## src/rtl/vrs_pkg.sv

```systemverilog
// Constants shared by the reference stepper and its code sampler
package vrs_pkg;
   localparam int CODE_W = 5;
   localparam int MV_W = 11;
   localparam logic [4:0] SHUTDOWN_CODE = 5'h1F;
   localparam logic [4:0] RESET_CODE = 5'h1F;
   localparam logic [4:0] RESET_INDEX = 5'h1E;
   localparam logic [10:0] TOP_MV = 11'h60E;
   localparam logic [10:0] STEP_MV = 11'h019;
   localparam logic [10:0] RESET_MV = 11'h320;
   typedef enum logic [1:0] {
      VRS_IDLE,
      VRS_WAIT,
      VRS_STEP
   } vrs_state_t;
endpackage

```

## src/rtl/vrs_code_if.sv

```systemverilog
// Carries accepted identification codes from sampler to stepper
`timescale 1ns/1ns
interface vrs_code_if;
   logic [4:0] code;
   logic accept;
   modport sampler (output code, output accept);
   modport stepper (input code, input accept);
endinterface

```

## src/rtl/vrs_code_sampler.sv

```systemverilog
// Synchronises the identification pins and qualifies code changes
`timescale 1ns/1ns
module vrs_code_sampler (
   input wire logic i_mclk,
   input wire logic i_rstn,
   input wire logic i_cycle_start,
   input wire logic [4:0] i_voltage_id_code,
   vrs_code_if.sampler code_if
);
   logic [4:0] sync1_r;
   logic [4:0] sync2_r;
   logic [4:0] sync3_r;
   logic [4:0] seen_r;
   logic [4:0] seen_nxt;
   logic pend_r;
   logic pend_nxt;
   logic [4:0] code_r;
   logic [4:0] code_nxt;
   logic accept_r;
   logic accept_nxt;

   always_comb
   begin
      seen_nxt = seen_r;
      pend_nxt = pend_r;
      code_nxt = code_r;
      accept_nxt = 1'b0;
      // Pins looked at only on a cycle boundary, and only when settled
      if (i_cycle_start && (sync2_r == sync3_r))
      begin
         if (sync3_r != seen_r)
         begin
            seen_nxt = sync3_r;
            pend_nxt = 1'b1;
         end
         else if (pend_r)
         begin
            // Unchanged across one more boundary: act on it
            pend_nxt = 1'b0;
            code_nxt = seen_r;
            accept_nxt = 1'b1;
         end
      end
   end

   always_ff @(posedge i_mclk)
   begin
      if (!i_rstn)
      begin
         sync1_r <= vrs_pkg::RESET_CODE;
         sync2_r <= vrs_pkg::RESET_CODE;
         sync3_r <= vrs_pkg::RESET_CODE;
         seen_r <= vrs_pkg::RESET_CODE;
         pend_r <= 1'b0;
         code_r <= vrs_pkg::RESET_CODE;
         accept_r <= 1'b0;
      end
      else
      begin
         sync1_r <= i_voltage_id_code;
         sync2_r <= sync1_r;
         sync3_r <= sync2_r;
         seen_r <= seen_nxt;
         pend_r <= pend_nxt;
         code_r <= code_nxt;
         accept_r <= accept_nxt;
      end
   end

   assign code_if.code = code_r;
   assign code_if.accept = accept_r;
endmodule // vrs_code_sampler

```

## src/rtl/vrs_reference_stepper.sv

```systemverilog
// Identification-code driven reference stepper for a multi-phase buck
//
// Contract
// - Each code increment lowers target 25 mV
// - All-ones code shuts down, others restart
// - Inputs sampled only at switching-cycle start
// - New code acted on after staying stable
// - One 25 mV step every second cycle
// - Changes between boundaries ignored until next boundary
// - One-cycle wait before first step
// - Transition time bounded by step count formula
`timescale 1ns/1ns
module vrs_reference_stepper (
   input wire logic i_mclk,
   input wire logic i_rstn,
   input wire logic i_cycle_start,
   input wire logic [4:0] i_voltage_id_code,
   output logic [4:0] o_ref_index,
   output logic [10:0] o_ref_mv,
   output logic [10:0] o_target_mv,
   output logic o_busy,
   output logic o_step_up,
   output logic o_step_down,
   output logic o_shutdown,
   output logic o_done
);
   // Codes arrive already qualified on cycle boundaries
   vrs_code_if code_if ();

   vrs_code_sampler u_sampler (
      .i_mclk(i_mclk),
      .i_rstn(i_rstn),
      .i_cycle_start(i_cycle_start),
      .i_voltage_id_code(i_voltage_id_code),
      .code_if(code_if)
   );

   vrs_pkg::vrs_state_t state_r;
   vrs_pkg::vrs_state_t state_nxt;
   logic [4:0] ref_r;
   logic [4:0] ref_nxt;
   logic [4:0] target_r;
   logic [4:0] target_nxt;
   logic half_r;
   logic half_nxt;
   logic shutdown_r;
   logic shutdown_nxt;
   logic [10:0] ref_mv_r;
   logic [10:0] ref_mv_nxt;
   logic [10:0] target_mv_r;
   logic [10:0] target_mv_nxt;
   logic up_r;
   logic up_nxt;
   logic down_r;
   logic down_nxt;
   logic done_r;
   logic done_nxt;
   logic busy_r;
   logic busy_nxt;

   // Index counts 25 mV steps below the top of the range
   // Shutdown code never becomes an index, so no underflow
   function automatic logic [10:0] index_to_mv(input logic [4:0] idx);
      index_to_mv = 11'(vrs_pkg::TOP_MV - 11'(vrs_pkg::STEP_MV * idx));
   endfunction

   // Control group: state, indices, half-cycle flag, shutdown
   always_comb
   begin
      state_nxt = state_r;
      ref_nxt = ref_r;
      target_nxt = target_r;
      half_nxt = half_r;
      shutdown_nxt = shutdown_r;

      unique case (state_r)
         vrs_pkg::VRS_IDLE:
         begin
            // Holds until a code other than the current index and the shutdown code is accepted
         end
         vrs_pkg::VRS_WAIT:
         begin
            // Wait out the rest of the current switching cycle, up to the next boundary, before stepping
            if (i_cycle_start)
            begin
               state_nxt = vrs_pkg::VRS_STEP;
               half_nxt = 1'b0;
            end
         end
         vrs_pkg::VRS_STEP:
         begin
            if (i_cycle_start)
            begin
               half_nxt = !half_r;
               // Step lands on every second boundary
               if (half_r)
               begin
                  if (target_r > ref_r)
                  begin
                     ref_nxt = 5'(ref_r + 5'h01);
                  end
                  else if (target_r < ref_r)
                  begin
                     ref_nxt = 5'(ref_r - 5'h01);
                  end
                  if (ref_nxt == target_r)
                  begin
                     state_nxt = vrs_pkg::VRS_IDLE;
                  end
               end
            end
         end
      endcase

      // A newly accepted code other than the shutdown code overrides whatever stepping is under way
      if (code_if.accept)
      begin
         if (code_if.code == vrs_pkg::SHUTDOWN_CODE)
         begin
            // Target and state left as they are, so any stepping under way carries on
            shutdown_nxt = 1'b1;
         end
         else
         begin
            shutdown_nxt = 1'b0;
            target_nxt = code_if.code;
            if (code_if.code != ref_r)
            begin
               state_nxt = vrs_pkg::VRS_WAIT;
            end
            else
            begin
               state_nxt = vrs_pkg::VRS_IDLE;
            end
         end
      end

   end

   // Reset parks the reference at the bottom code, shut down
   always_ff @(posedge i_mclk)
   begin
      if (!i_rstn)
      begin
         state_r <= vrs_pkg::VRS_IDLE;
         ref_r <= vrs_pkg::RESET_INDEX;
         target_r <= vrs_pkg::RESET_INDEX;
         half_r <= 1'b0;
         shutdown_r <= 1'b1;
      end
      else
      begin
         state_r <= state_nxt;
         ref_r <= ref_nxt;
         target_r <= target_nxt;
         half_r <= half_nxt;
         shutdown_r <= shutdown_nxt;
      end
   end

   // Pulses follow from which way the index moved this edge
   // Index down is voltage up, hence the crossed names
   always_comb
   begin
      up_nxt = (ref_nxt < ref_r);
      down_nxt = (ref_nxt > ref_r);
      // Landing judged against the target held before this edge
      done_nxt = (state_r == vrs_pkg::VRS_STEP) && i_cycle_start && half_r
         && (ref_nxt == target_r);
   end

   // Registered so the pulses leave straight from flops
   always_ff @(posedge i_mclk)
   begin
      if (!i_rstn)
      begin
         up_r <= 1'b0;
         down_r <= 1'b0;
         done_r <= 1'b0;
      end
      else
      begin
         up_r <= up_nxt;
         down_r <= down_nxt;
         done_r <= done_nxt;
      end
   end

   // Views recomputed from the next indices, so each changes on
   // the same edge as the index it describes
   always_comb
   begin
      busy_nxt = (state_nxt != vrs_pkg::VRS_IDLE);
      ref_mv_nxt = index_to_mv(ref_nxt);
      target_mv_nxt = index_to_mv(target_nxt);
   end

   always_ff @(posedge i_mclk)
   begin
      if (!i_rstn)
      begin
         ref_mv_r <= vrs_pkg::RESET_MV;
         target_mv_r <= vrs_pkg::RESET_MV;
         busy_r <= 1'b0;
      end
      else
      begin
         ref_mv_r <= ref_mv_nxt;
         target_mv_r <= target_mv_nxt;
         busy_r <= busy_nxt;
      end
   end

   // Outputs leave straight from the registers above
   assign o_ref_index = ref_r;
   assign o_ref_mv = ref_mv_r;
   assign o_target_mv = target_mv_r;
   assign o_busy = busy_r;
   assign o_step_up = up_r;
   assign o_step_down = down_r;
   assign o_shutdown = shutdown_r;
   assign o_done = done_r;
endmodule // vrs_reference_stepper

```

## config.mk

```make
export PLATFORM = sky130hd
export DESIGN_NAME = vrs_reference_stepper
export DESIGN_NICKNAME = d
export VERILOG_FILES = /design/src/rtl/vrs_pkg.sv /design/src/rtl/vrs_code_if.sv /design/src/rtl/vrs_code_sampler.sv /design/src/rtl/vrs_reference_stepper.sv
export SDC_FILE = /design/constraint.sdc
export NUM_CORES = 1
export LEC_CHECK = 0
export BUFFER_PORTS_ARGS = -buffer_cell sky130_fd_sc_hd__buf_4
export CORE_MARGIN = 3
export CORE_UTILIZATION = 66
export CTS_BUF_LIST = sky130_fd_sc_hd__clkbuf_8
export CTS_CLUSTER_SIZE = 28
export DETAILED_ROUTE_END_ITERATION = 10
export PLACE_DENSITY = 0.9
export SLEW_MARGIN = 20
export SYNTH_ARGS = -nofsm -noshare
export SYNTH_HDL_FRONTEND = slang
export SYNTH_SLANG_ARGS = --single-unit
```

## constraint.sdc

```tcl
create_clock -name i_mclk -period 12.77 [get_ports i_mclk]
set_clock_uncertainty 0.05 [all_clocks]
set_input_delay 1.277 -clock i_mclk [delete_from_list [all_inputs] [get_ports i_mclk]]
set_output_delay 1.277 -clock i_mclk [all_outputs]
set_load 0.01 [all_outputs]
```

; ---- After elaboration in Yosys (flattened, before gate mapping)
; Index checks and enable logic that the tools add are counted.
[totals]
output_inout_bits = 32
in_bits = 8
wordCells = 76
reg_bits = 67
[classes]
magnitude_cmp = 4
mux = 24
n_addsub = 4
bitwise = 3
n_mul = 2
eq_ne = 10
n_reduce_logical = 11
[op_table]
columns = operator, count
row1 = 5-bit two-way mux, 10
row2 = 11-bit by 10-bit subtractor with 11-bit output (first input constant), 2
row3 = 5-bit by 5-bit multiplier with 10-bit output (first input constant), 2
row4 = 5-bit == test, 3
row5 = 2-bit two-way mux, 6
row6 = 5-bit > comparator, 2
row7 = 5-bit < comparator, 2
row8 = 5-bit != test, 2
row9 = 1-bit two-way mux, 6
row10 = 3-bit AND reduction, 2
row11 = 5-bit by 1-bit adder with 5-bit output (second input constant), 1
row12 = 5-bit == test (second input constant), 1
row13 = 5-bit by 1-bit subtractor with 5-bit output (second input constant), 1
row14 = 1-bit logical AND, 4
row15 = 2-bit != test (second input constant), 2
row16 = 2-bit case mux with 2 select lines, 1
row17 = 2-bit nonzero test, 2
row18 = 1-bit inverter, 3
row19 = 3-bit OR reduction, 1
row20 = 2-bit by 1-bit == test with 1-bit output (second input constant), 1
row21 = 2-bit == test (second input constant), 1
row22 = 1-bit case mux with 2 select lines, 1
row23 = 2-bit AND reduction, 1
row24 = 1-bit logical NOT, 1

; ---- Longest topological paths before layout
; Gate-level depths: netlist of run 1.
[logic_depth]
word_depth = 14
depth_mapped = 23
depth_no_buf = 21

; ---- By module
; Synthesis of run 1 repeated with hierarchy kept, for this count alone.
[unflattened]
cells_unflattened = 409
area_unflattened_um2 = 3777.4
[modules_own_cells]
columns = mod, seq_area_each_um2, instances, area_per_inst_um2, cells_each
row1 = vrs_reference_stepper, 760.7, 1, 2787.7, 318
row2 = vrs_code_sampler, 540.5, 1, 989.7, 91

; ---- Worst setup path before layout of run 1
; OpenSTA, ideal clock, no wires.
[synth_timing]
kind = register to register
startpoint = reg ref_r[2], in the netlist o_ref_index[2]
endpoint = reg ref_mv_r[9], in the netlist o_ref_mv[9]
stages_incl_launch_ff = 23
n_path_buf = 2
arrival_ps = 4584
path_slack_ps = 8015
synth_period_minus_slack_ps = 4755
required_time_ps = 12599
cell_sequence = dfxtp_1 clkbuf_1 inv_1 ha_1 and4_4 buf_6 a21oi_1 nand2_1 o22ai_1 nand2_1 o311ai_2 inv_1 ha_1 ha_1 inv_1 fa_1 ha_1 a21oi_1 o21ai_0 a21oi_1 o21ai_0 a21oi_1 mux2_2
[synth_via]
elab_chain_len = 11
elab_cells_between_ends = 14
[synth_rtl]
columns = item, line
row1 = from (decl), vrs_reference_stepper.sv:40  ; logic [4:0] ref_r;
row2 = from (signal assigned), vrs_reference_stepper.sv:146  ; ref_r <= vrs_pkg::RESET_INDEX;
row3 = from (signal assigned), vrs_reference_stepper.sv:154  ; ref_r <= ref_nxt;
row4 = 5-bit < comparator, vrs_reference_stepper.sv:102  ; else if (target_r < ref_r)
row5 = 5-bit two-way mux, vrs_reference_stepper.sv:102
row6 = 5-bit two-way mux *, vrs_reference_stepper.sv:98  ; if (target_r > ref_r)
row7 = 5-bit two-way mux *, vrs_reference_stepper.sv:96  ; if (half_r)
row8 = 5-bit two-way mux *, vrs_reference_stepper.sv:92  ; if (i_cycle_start)
row9 = 5-bit two-way mux *, vrs_reference_stepper.sv:76  ; unique case (state_r)
row10 = 5-bit two-way mux *, vrs_reference_stepper.sv:96
row11 = 5-bit two-way mux *, vrs_reference_stepper.sv:92
row12 = 5-bit two-way mux *, vrs_reference_stepper.sv:76
row13 = named net ref_nxt[1], vrs_reference_stepper.sv:41  ; logic [4:0] ref_nxt;
row14 = 5-bit by 5-bit multiplier with 10-bit output *, vrs_reference_stepper.sv:64  ; index_to_mv = 11'(vrs_pkg::TOP_MV - 11'(vrs_pkg::STEP_MV * idx));
row15 = 11-bit by 10-bit subtractor with 11-bit output *, vrs_reference_stepper.sv:64
row16 = to (signal assigned), vrs_reference_stepper.sv:202  ; ref_mv_r <= vrs_pkg::RESET_MV;
row17 = to (signal assigned), vrs_reference_stepper.sv:208  ; ref_mv_r <= ref_mv_nxt;
row18 = to (decl), vrs_reference_stepper.sv:48  ; logic [10:0] ref_mv_r;
; The timed path passes the listed nets; every way through them passes the cells marked *. The select of a mux whose other input is x is not followed.
; A chain may end at the register's enable or synchronous reset.

; ---- Final worst setup path of run 1
[layout_timing]
startpoint = reg ref_r[3], in the netlist o_ref_index[3]
endpoint = reg ref_mv_r[10], in the netlist o_ref_mv[10]
; Same word-level chain as after synthesis.

==> impl_results.md, run 1 <==
- Worst path cell trace: inv_1 -> ha_1 -> a21oi_1 -> a21boi_1 -> o21ai_0 -> o311ai_2 -> inv_1 -> ha_1 -> ha_1 -> inv_1 -> fa_1 -> ha_1 -> nor2b_1 -> o21ai_0 -> a21boi_0 -> o21ai_0 -> a21boi_0 -> o21ai_0 -> a21oi_1
- Clock buffer count from CTS: 9
- CP delay by family, top: compound AO/OA/AOI/OAI gates
- Worst relative slew slack: 44.9%
- Worst setup SP type: flip-flop
- Total global routing overflow: 0
- Clock Latency Late Sink: 0.36 ns
- WL per Instance: 17.9 µm
- Buf+Inv Stages, Crit Path: 3
- Crit path DAT: 5.57 ns
- Cts hold-fix bufs: 0
- Mapped cell area: between 3000 and 4000 µm²
- Effective utilization at floorplan: 68.9%
- RePlAce Congestion: 0.985
- Post-CTS sizing: 0
- PnR worst setup slack: between 7 and 8 ns
- Initial antenna violation count: 0
- DR vias: 3143
- Worst-path clk slew: 0.08 ns
- Post-synth EDFFs: 0
- CP Data Required Time: 12.93 ns
- First-pass GRT wire length: 15500 µm
- DP Wirelength: around 6300 µm
- Power per standard cell area: between 90 and 100 nW/µm²
- Area growth syn-to-layout: 13.5%
- Complex-gate fraction of the synthesized area: 12.0%
- Number of inserted diodes: 0
- Final #Nets: between 500 and 600
- HP Class: reg -> reg
- DRT Wirelength: 9600 µm
- Total chip power: between 0.3 and 0.4 mW
- Final slew viol count: 0
- Final Cell Area: 4360 µm²
- Post-Synth XOR/XNOR Area: 7.53%
- FMAX: 0.185 GHz
- Net Count, Synth: 482
- CTS tree: done
- Layout Cells excl Fill: about 540
- Die Area: about 6800 µm²
- Row cnt: 27
- Async S/R FF share, synth: 0%
- DRC Markers: 0
- Vias/cell: approximately 6
- Setup bufs post-CTS: 0
- Mapped Cells: between 400 and 500
- # clock sinks: 65
- First drt pass iteration count: 5
- Post-synthesis adder-cell area fraction: 18.3%
- Tcrit/Tclk final: 42.4%
- PortBufs: 39
- Post-synthesis mux area share: under 10%
- Largest family of logic cells by synthesized area: adder cells
- Starting DRT DRC Count: between 200 and 250
- Area post-placement: about 4200 µm²
- Ratio of cells with drive above 1 in the final layout: ~16%
- IO Pins: 40
- Worst-margin pin slew: 0.825 ns
- Cell at the slowest stage of the critical path: o311ai_2
- Avg Cell Area, Syn: just over 9 µm²
- Number of global-route vias before repair: 3202
- Setup crit end kind: flip-flop
- Largest net degree at the start of global routing: 44
- Post-route ant nets: 0
- Setup slack at placement: around 7.6 ns
- H-tree depth: 3
- Simple-gate area share of the yosys netlist: 17.3%
- Netlist cell types: 56
- Core area: about 5600 µm²
- Global-route usage over all layers: between 30 and 40%
- Unrepaired setup endpoints after global routing: false
- Final min period: between 5 and 6 ns
- Ys flop type: dfxtp_1
- Die H: 82.3 µm
- Setup violators final: 0
- Total Neg Setup Slack: 0 ns
- Leakage: 1.98 nW
- Worst VDD drop: 85.4 µV
- Final Hold Vio Count: 0
- Sequential area share after synthesis: 33.9%
- Worst-path fanout max: 8
- Clock root buffer: clkbuf_8
- Outcome: finished clean
- DP Cell Count: 521
- Die X: 82.3 µm
- Clock buffer depth: 2
- Yosys reg bits: 65
- Maxcap violations: 0
- YS warnings: 0
- Critical path type: reg -> reg
- Crit path largest cell delay: 0.51 ns
==> placed cells by master, fill, tap and decap left out, types with 9 or more instances in the layout <==
cell,n
nand2b_1,20
xnor2_1,20
dfxtp_1,65
xor2_1,13
a21oi_1,20
clkbuf_8,9
nand2_1,28
inv_1,52
mux2i_1,13
ha_1,45
nand3_1,9
nor2_1,23
buf_4,39
o21ai_0,19
==> metal layers <==
metal	GRT usage (%)	part of all wire, %	wire [µm]
met2	48.9	47	4500
met5	0	0	0
met4	17.9	4.9	472
met3	7.70	6.0	579
met1	37.4	42	4050
==> cell usage after synthesis (all sizes together), types with 4 or more instances <==
library cell  number  area [µm²]
dfxtp             65        1300
o21ai             20         100
and3               5        32.5
xnor2             20         175
nand2             28         105
or2                4        25.0
buf                5        36.3
a21boi             4        30.0
fa                 7         140
inv               52         195
nor2              23        86.3
nand3              9        45.0
mux2i             13         130
nand2b            20         125
ha                45         563
a21oi             20         100
clkbuf             7        26.3
xor2              13         114
nor4               5        37.5
nor2b              6        37.5
nor3               7        35.0
==> through the flow <==
| stage | hold WS [ns] | util, % |
|---|---|---|
| 6_report | 0.370 | 78.2 |
| 5_1_grt | 0.390 | 78.2 |
| 4_1_cts | 0.373 | 78.2 |
| 3_5_place_dp | 0.349 | 74.6 |
| 3_3_place_gp | 0.339 | 74.6 |
| 2_1_floorplan | 0.336 | - |
==> worst register-to-register path, stage by stage (launching register included) <==
cell	delay (ns)
dfxtp_1	0.50
inv_1	0.12
ha_1	0.34
a21oi_1	0.11
a21boi_1	0.48
o21ai_0	0.25
o311ai_2	0.51
inv_1	0.17
ha_1	0.33
ha_1	0.28
inv_1	0.05
fa_1	0.46
ha_1	0.34
nor2b_1	0.16
o21ai_0	0.24
a21boi_0	0.18
o21ai_0	0.27
a21boi_0	0.15
o21ai_0	0.18
a21oi_1	0.09
==> registers in the layout, summed over array words and instances, names as in the netlist <==
signal / count
half_r: 1
state_r: 2
o_step_down: 1
u_sampler.code_if.accept: 1
o_target_mv: 10
u_sampler.pend_r: 1
o_busy: 1
u_sampler.seen_r: 5
o_ref_mv: 10
o_shutdown: 1
o_step_up: 1
u_sampler.sync3_r: 5
u_sampler.sync1_r: 5
o_done: 1
u_sampler.code_if.code: 5
o_ref_index: 5
target_r: 5
u_sampler.sync2_r: 5
==> power breakdown <==
part / internal [mW] / total, mW / leakage, nW / switching [mW]
Clock: 0.0918 / 0.181 / 0.104 / 0.0889
Sequential: 0.205 / 0.206 / 0.528 / 0.00151
Combinational: 0.00498 / 0.0115 / 1.35 / 0.00648
Total: 0.302 / 0.399 / 1.98 / 0.0969
==> final timing paths <==
kind | start | endpoint | slack, ns | cells past startpoint
max | o_ref_index[3] | o_ref_mv[10] | 7.36 | 19
min | u_sampler.sync1_r[1] | u_sampler.sync2_r[1] | 0.37 | 1
max reg2reg | o_ref_index[3] | o_ref_mv[10] | 7.36 | 19
min reg2reg | u_sampler.sync1_r[1] | u_sampler.sync2_r[1] | 0.37 | 1
==> kinds of logic (layout without fill, tap and decap cells) <==
logic type,after synthesis,after routing
and+or+nand+nor,123,123
AOI/OAI and AO/OA,69,69
DFF,65,65
xor gates and xnor gates,33,33
muxes,16,16
buffers and inverters,64,107
adders and majority gates,52,52
==> area by class of cell <==
type | instances | area, µm²
Inverter | 52 | 195
Clock inverter | 7 | 75.1
Sequential cell | 65 | 1300
Multi-Input combinational cell | 293 | 2280
Fill cell | 357 | 1210
Tap cell | 72 | 90.1
Timing Repair Buffer | 39 | 293
Clock buffer | 9 | 124
No activity file was read; power rests on OpenSTA's default activity.
==> inputs of run 2 (changes only) <==
- CORE_UTILIZATION: 66 -> 55
- PLACE_DENSITY: 0.9 -> 0.8
- clock period: 12.77 -> 4.9 ns (I/O delays scaled with it)
==> impl_results.md, run 2 (same netlist as run 1, synthesis figures left out) <==
- Outcome: finished clean (unchanged)
- Setup crit end kind: flip-flop (unchanged)
- Ratio of cells with drive above 1 in the final layout: 19.6% (was 15.7%)
- Number of inserted diodes: 0 (unchanged)
- Clock buffer count from CTS: 9 (unchanged)
- Effective utilization at floorplan: 58.5% (was 68.9%)
- HP Class: in -> reg (was reg -> reg)
- Largest net degree at the start of global routing: 44 (unchanged)
- Clock root buffer: clkbuf_8 (unchanged)
- Crit path DAT: 4.73 ns (was 5.57 ns)
- Layout Cells excl Fill: 572 (was 537)
- Post-route ant nets: 0 (unchanged)
- Worst VDD drop: 197 µV (was 85.4 µV)
- Power per standard cell area: 239 nW/µm² (was 91.4 nW/µm²)
- Final #Nets: 534 (was 520)
- Clock buffer depth: 2 (unchanged)
- Clock Latency Late Sink: 0.35 ns (was 0.36 ns)
- Setup slack at placement: 0.197 ns (was 7.56 ns)
- Number of global-route vias before repair: 3125 (was 3202)
- Global-route usage over all layers: 23.2% (was 30.7%)
- Total Neg Setup Slack: 0 ns (unchanged)
- Vias/cell: 5.28 (was 5.85)
- PortBufs: 39 (unchanged)
- Final hold slack: 0.271 ns (was 0.370 ns)
- Critical path type: reg -> reg (unchanged)
- Core Util, Final: 69.3% (was 78.2%)
- Starting DRT DRC Count: 140 (was 232)
- DRT Wirelength: 8250 µm (was 9600 µm)
- PnR worst setup slack: 0.308 ns (was 7.36 ns)
- First-pass GRT wire length: 14200 µm (was 15500 µm)
- DR vias: 3019 (was 3143)
- Final Hold Vio Count: 0 (unchanged)
- DP Cell Count: 556 (was 521)
- Worst-margin pin slew: 0.814 ns (was 0.825 ns)
- Initial antenna violation count: 0 (unchanged)
- Setup violators final: 0 (unchanged)
- Worst relative slew slack: 45.7% (was 44.9%)
- CTS tree: done (unchanged)
- Die H: 89.6 µm (was 82.3 µm)
- Die X: 89.6 µm (was 82.3 µm)
- Total chip power: 1.09 mW (was 0.399 mW)
- Area growth syn-to-layout: 18.5% (was 13.5%)
- Area post-placement: 4290 µm² (was 4160 µm²)
- FMAX: 0.218 GHz (was 0.185 GHz)
- Worst-path fanout max: 8 (unchanged)
- Worst-path clk slew: 0.08 ns (about the same)
- Leakage: 2.06 nW (was 1.98 nW)
- Final min period: 4.59 ns (was 5.41 ns)
- Most frequent cells in the layout: dfxtp_1 (65), buf_4 (53), inv_1 (52) (was dfxtp_1 (65), inv_1 (52), ha_1 (45))
- Commonest non-fill, non-tap cell in the layout: dfxtp_1 (unchanged)
- Setup bufs post-CTS: 0 (unchanged)
- Core area: 6570 µm² (was 5570 µm²)
- RePlAce Congestion: 0.943 (was 0.985)
- Tcrit/Tclk final: 93.7% (was 42.4%)
- First drt pass iteration count: 4 (was 5)
- Row cnt: 29 (was 27)
- Total global routing overflow: 0 (unchanged)
- H-tree depth: 3 (unchanged)
- # clock sinks: 65 (unchanged)
- Die Area: 8020 µm² (was 6770 µm²)
- Worst setup SP type: flip-flop (unchanged)
- Final slew viol count: 0 (unchanged)
- Maxcap violations: 0 (unchanged)
- DP Wirelength: 6220 µm (was 6300 µm)
- IO Pins: 40 (unchanged)
- CP Data Required Time: 5.04 ns (was 12.93 ns)
- Final Cell Area: 4550 µm² (was 4360 µm²)
- WL per Instance: 14.4 µm (was 17.9 µm)
- DRC Markers: 0 (unchanged)
- Unrepaired setup endpoints after global routing: false (unchanged)
run 2: metal layers:
metal	vias to the layer above	part of all wire [%]	track usage (%)
met1	1413	48	29.6
li1	1525	-	-
met5	-	0	0
met2	62	46	37.0
met3	19	3.2	3.96
met4	0	2.3	12.9
run 2: power breakdown:
group	switching (mW)	internal, mW	total, mW
Clock	0.219	0.301	0.520
Combinational	0.0171	0.0130	0.0301
Sequential	0.00350	0.534	0.538
Total	0.240	0.848	1.09
run 2: area by class of cell:
type / count / area, µm²
clock buffers: 10 / 138
clock inverters: 6 / 88.8
fillers: 511 / 2020
inverters: 52 / 195
multi-input cells: 293 / 2310
flip-flops and latches: 65 / 1300
well taps: 93 / 116
repair buffers: 53 / 398
run 2: worst paths after layout:
path	slack (ns)	cells after the start	startpoint	endpoint
setup / recovery	0.31	21	o_ref_index[3]	o_ref_mv[10]
hold reg to reg	0.36	1	u_sampler.sync1_r[1]	u_sampler.sync2_r[1]
setup reg to reg	0.31	21	o_ref_index[3]	o_ref_mv[10]
hold / removal	0.27	2	i_voltage_id_code[2]	u_sampler.sync1_r[2]
run 2: what timing repair did:
action / in CTS / in global routing
endpoints found under the setup margin: 0 / 3
gates resized for setup: 0 / 8
hold buffers: 0 / 0
endpoints found under the hold margin: 0 / 0
run 2: worst max-delay path, stage by stage (launching register included):
cell and delay (ns):
dfxtp_1 0.33, inv_1 0.06, ha_1 0.33, and4_4 0.25
a21oi_2 0.26, nand2_1 0.15, o22ai_1 0.17, nand2_1 0.08
o311ai_2 0.09, inv_1 0.10, ha_1 0.30, ha_1 0.27
inv_1 0.05, fa_1 0.46, ha_1 0.34, nor2b_1 0.15
o21ai_0 0.24, a21boi_0 0.18, o21ai_1 0.21, a21boi_0 0.13
o21ai_0 0.16, a21oi_1 0.09
==> inputs of run 3 (changes only) <==
- SYNTH_HIERARCHICAL: unset -> 1
==> impl_results.md, run 3 <==
- Outcome: finished clean (unchanged)
- Vias/cell: 5.40 (was 5.28)
- Clock Latency Late Sink: 0.35 ns (about the same)
- DRT Wirelength: 7590 µm (was 8250 µm)
- Area growth syn-to-layout: 15.8% (was 18.5%)
- Post-route ant nets: 0 (unchanged)
- Mapped Cells: 409 (was 422)
- Clock buffer count from CTS: 9 (unchanged)
- Most instantiated cells after synthesis: dfxtp_1 (65), inv_1 (49), ha_1 (45), nand2_1 (29), nor2_1 (26) (was dfxtp_1 (65), inv_1 (52), ha_1 (45), nand2_1 (28), nor2_1 (23))
- Ranking of synthesized cells by area: dfxtp_1 (34%), ha_1 (15%), xnor2_1 (5.1%), inv_1 (4.9%), fa_1 (3.7%) (was dfxtp_1 (34%), ha_1 (15%), inv_1 (5.1%), xnor2_1 (4.6%), fa_1 (3.6%))
- Maxcap violations: 0 (unchanged)
- Buf+Inv Stages, Crit Path: 3 (unchanged)
- Post-synth EDFFs: 0 (unchanged)
- Largest net degree at the start of global routing: 44 (unchanged)
- Power per standard cell area: 244 nW/µm² (was 239 nW/µm²)
- Worst setup path start: o_ref_index[3] (unchanged)
- Worst setup SP type: flip-flop (unchanged)
- Sequential area share after synthesis: 34.4% (was 33.9%)
- YS warnings: 6 (was 0)
- PortBufs: 39 (unchanged)
- Clock root buffer: clkbuf_8 (unchanged)
- Number of inserted diodes: 0 (unchanged)
- Commonest non-fill, non-tap cell in the layout: dfxtp_1 (unchanged)
- Leakage: 1.95 nW (was 2.06 nW)
- Number of global-route vias before repair: 2900 (was 3125)
- Core area: 6490 µm² (was 6570 µm²)
- Critical path type: reg -> reg (unchanged)
- Crit path DAT: 4.73 ns (about the same)
- Clock buffer depth: 2 (unchanged)
- Worst VDD drop: 216 µV (was 197 µV)
- Min-delay src: i_voltage_id_code[0] (was i_voltage_id_code[2])
- Final slew viol count: 0 (unchanged)
- PnR worst setup slack: 0.335 ns (was 0.308 ns)
- CP Data Required Time: 5.07 ns (was 5.04 ns)
- RePlAce Congestion: 0.955 (was 0.943)
- Effective utilization at floorplan: 58.2% (was 58.5%)
- WL per Instance: 14.2 µm (was 14.4 µm)
- # clock sinks: 65 (unchanged)
- Setup crit end kind: flip-flop (unchanged)
- Worst relative slew slack: 46.5% (was 45.7%)
- Cell at the slowest stage of the critical path: dfxtp_1 (was fa_1)
- Ratio of cells with drive above 1 in the final layout: 17.0% (was 19.6%)
- Netlist cell types: 56 (unchanged)
- DP Wirelength: 5690 µm (was 6220 µm)
- Worst path cell trace: inv_1 -> ha_1 -> a21oi_2 -> a21boi_4 -> or3_1 -> a21oi_1 -> xnor2_2 -> inv_1 -> ha_1 -> inv_1 -> fa_1 -> ha_1 -> nor2b_1 -> o21ai_0 -> a21boi_0 -> o21ai_0 -> nand2b_1 -> xnor2_1 -> nand2_1 (was inv_1 -> ha_1 -> and4_4 -> a21oi_2 -> nand2_1 -> o22ai_1 -> nand2_1 -> o311ai_2 -> inv_1 -> ha_1 -> ha_1 -> inv_1 -> fa_1 -> ha_1 -> nor2b_1 -> o21ai_0 -> a21boi_0 -> o21ai_1 -> a21boi_0 -> o21ai_0 -> a21oi_1)
- FMAX: 0.219 GHz (was 0.218 GHz)
- Most frequent cells in the layout: dfxtp_1 (65), inv_1 (49), ha_1 (45) (was dfxtp_1 (65), buf_4 (53), inv_1 (52))
- DR vias: 2892 (was 3019)
- Crit path largest cell delay: 0.48 ns (was 0.46 ns)
- Starting DRT DRC Count: 86 (was 140)
- DP Cell Count: 520 (was 556)
- First-pass GRT wire length: 13000 µm (was 14200 µm)
- Setup bufs post-CTS: 0 (unchanged)
- R2R Path Start: o_ref_index[3] (unchanged)
- Layout Cells excl Fill: 536 (was 572)
- Worst-margin pin slew: 0.799 ns (was 0.814 ns)
- Synth area leader: dfxtp_1 (unchanged)
- DRC Markers: 0 (unchanged)
- Final Hold Vio Count: 0 (unchanged)
- Yosys reg bits: 65 (unchanged)
- Final min period: 4.56 ns (was 4.59 ns)
- Worst-path clk slew: 0.09 ns (was 0.08 ns)
- First drt pass iteration count: 4 (unchanged)
- Synth top area share: 34.4% (was 33.9%)
- IO Pins: 40 (unchanged)
- Mapped cell area: 3780 µm² (was 3840 µm²)
- Initial antenna violation count: 0 (unchanged)
- Async S/R FF share, synth: 0% (unchanged)
- CTS tree: done (unchanged)
- Avg Cell Area, Syn: 9.24 µm² (was 9.10 µm²)
- Worst-path fanout max: 9 (was 8)
- Setup slack at placement: 0.339 ns (was 0.197 ns)
- Most numerous cell in the Yosys netlist: dfxtp_1 (unchanged)
- HP Class: in -> reg (unchanged)
- Total Neg Setup Slack: 0 ns (unchanged)
- Ys flop type: dfxtp_1 (unchanged)
- Die X: 88.9 µm (was 89.6 µm)
- Final #Nets: 514 (was 534)
- Global-route usage over all layers: 21.3% (was 23.2%)
- Setup violators final: 0 (unchanged)
- CP delay by family, top: adder cells (unchanged)
- Tcrit/Tclk final: 93.2% (was 93.7%)
- Die Area: 7900 µm² (was 8020 µm²)
- Row cnt: 29 (unchanged)
- Net Count, Synth: 469 (was 482)
- Die H: 88.9 µm (was 89.6 µm)
- H-tree depth: 3 (unchanged)
- Total global routing overflow: 0 (unchanged)
-- run 3: changes by cell type in the layout (fill, tap and decap cells not counted), moves of 4 or more --
cell / change
a21o_1: +4
buf_4: -9
mux2i_1: -6
and4_1: +4
-- run 3: cell families after synthesis --
| group | after synthesis | share of synthesized area, % |
|---|---|---|
| AO/OA/AOI/OAI | 61 | 11.5 |
| adder cells (fa/ha/maj) | 52 | 18.6 |
| flip-flops | 65 | 34.4 |
| AND/OR/NAND/NOR | 124 | 17.8 |
| multiplexers | 9 | 2.45 |
| XOR/XNOR | 38 | 8.81 |
| buffers and inverters | 60 | 6.39 |
-- run 3: what timing repair did --
item                                    4_1_cts  5_1_grt
gates resized for setup                       0        3
endpoints found under the setup margin        0        2
hold buffers                                  0        0
endpoints found under the hold margin         0        0
-- run 3: final timing paths --
kind | to | slack (ns) | cells past startpoint
setup / recovery | o_ref_mv[8] | 0.34 | 19
hold / removal | u_sampler/sync1_r[0] | 0.26 | 2
setup reg to reg | o_ref_mv[8] | 0.34 | 19
hold reg to reg | u_sampler/sync2_r[2] | 0.36 | 1
-- run 3: routing by layer --
layer  up-vias  GRT usage [%]  wire (µm)
met2        62           34.8       3610
li1       1468              -          -
met4         0           9.07        167
met5         -              0          0
met3        15           4.84        362
met1      1347           26.9       3460
-- run 3: through the flow --
stage | utilization (%) | hold WS, ns | area [µm²] | power [mW]
after floorplan | - | 0.336 | 3780 | 0.587
after global placement | 63.9 | 0.339 | 4150 | 0.598
after detailed placement | 63.9 | 0.343 | 4150 | 0.599
after CTS | 67.1 | 0.254 | 4360 | 1.08
after global routing | 67.3 | 0.265 | 4370 | 1.11
final | 67.3 | 0.262 | 4370 | 1.07
-- run 3: worst register-to-register path, stage by stage (launching register included) --
cell and delay [ns]:
dfxtp_1 0.48, inv_1 0.14, ha_1 0.36, a21oi_2 0.24
a21boi_4 0.12, or3_1 0.43, a21oi_1 0.25, xnor2_2 0.18
inv_1 0.16, ha_1 0.20, inv_1 0.06, fa_1 0.41
ha_1 0.35, nor2b_1 0.16, o21ai_0 0.19, a21boi_0 0.14
o21ai_0 0.18, nand2b_1 0.11, xnor2_1 0.15, nand2_1 0.07
-- run 3: where the power goes --
group / switching, mW / internal (mW) / leakage, nW
logic: 0.0261 / 0.0187 / 1.32
registers: 0.00611 / 0.536 / 0.528
clock network: 0.237 / 0.244 / 0.103
total: 0.269 / 0.799 / 1.95
-- run 3: area by class of cell --
cell class              instances  area (µm²)
clock buffers                   9         124
flip-flops and latches         65        1300
multi-input cells             284        2250
well taps                      77        96.3
clock inverters                 7        83.8
repair buffers                 44         330
inverters                      50         188
fillers                       526        2120
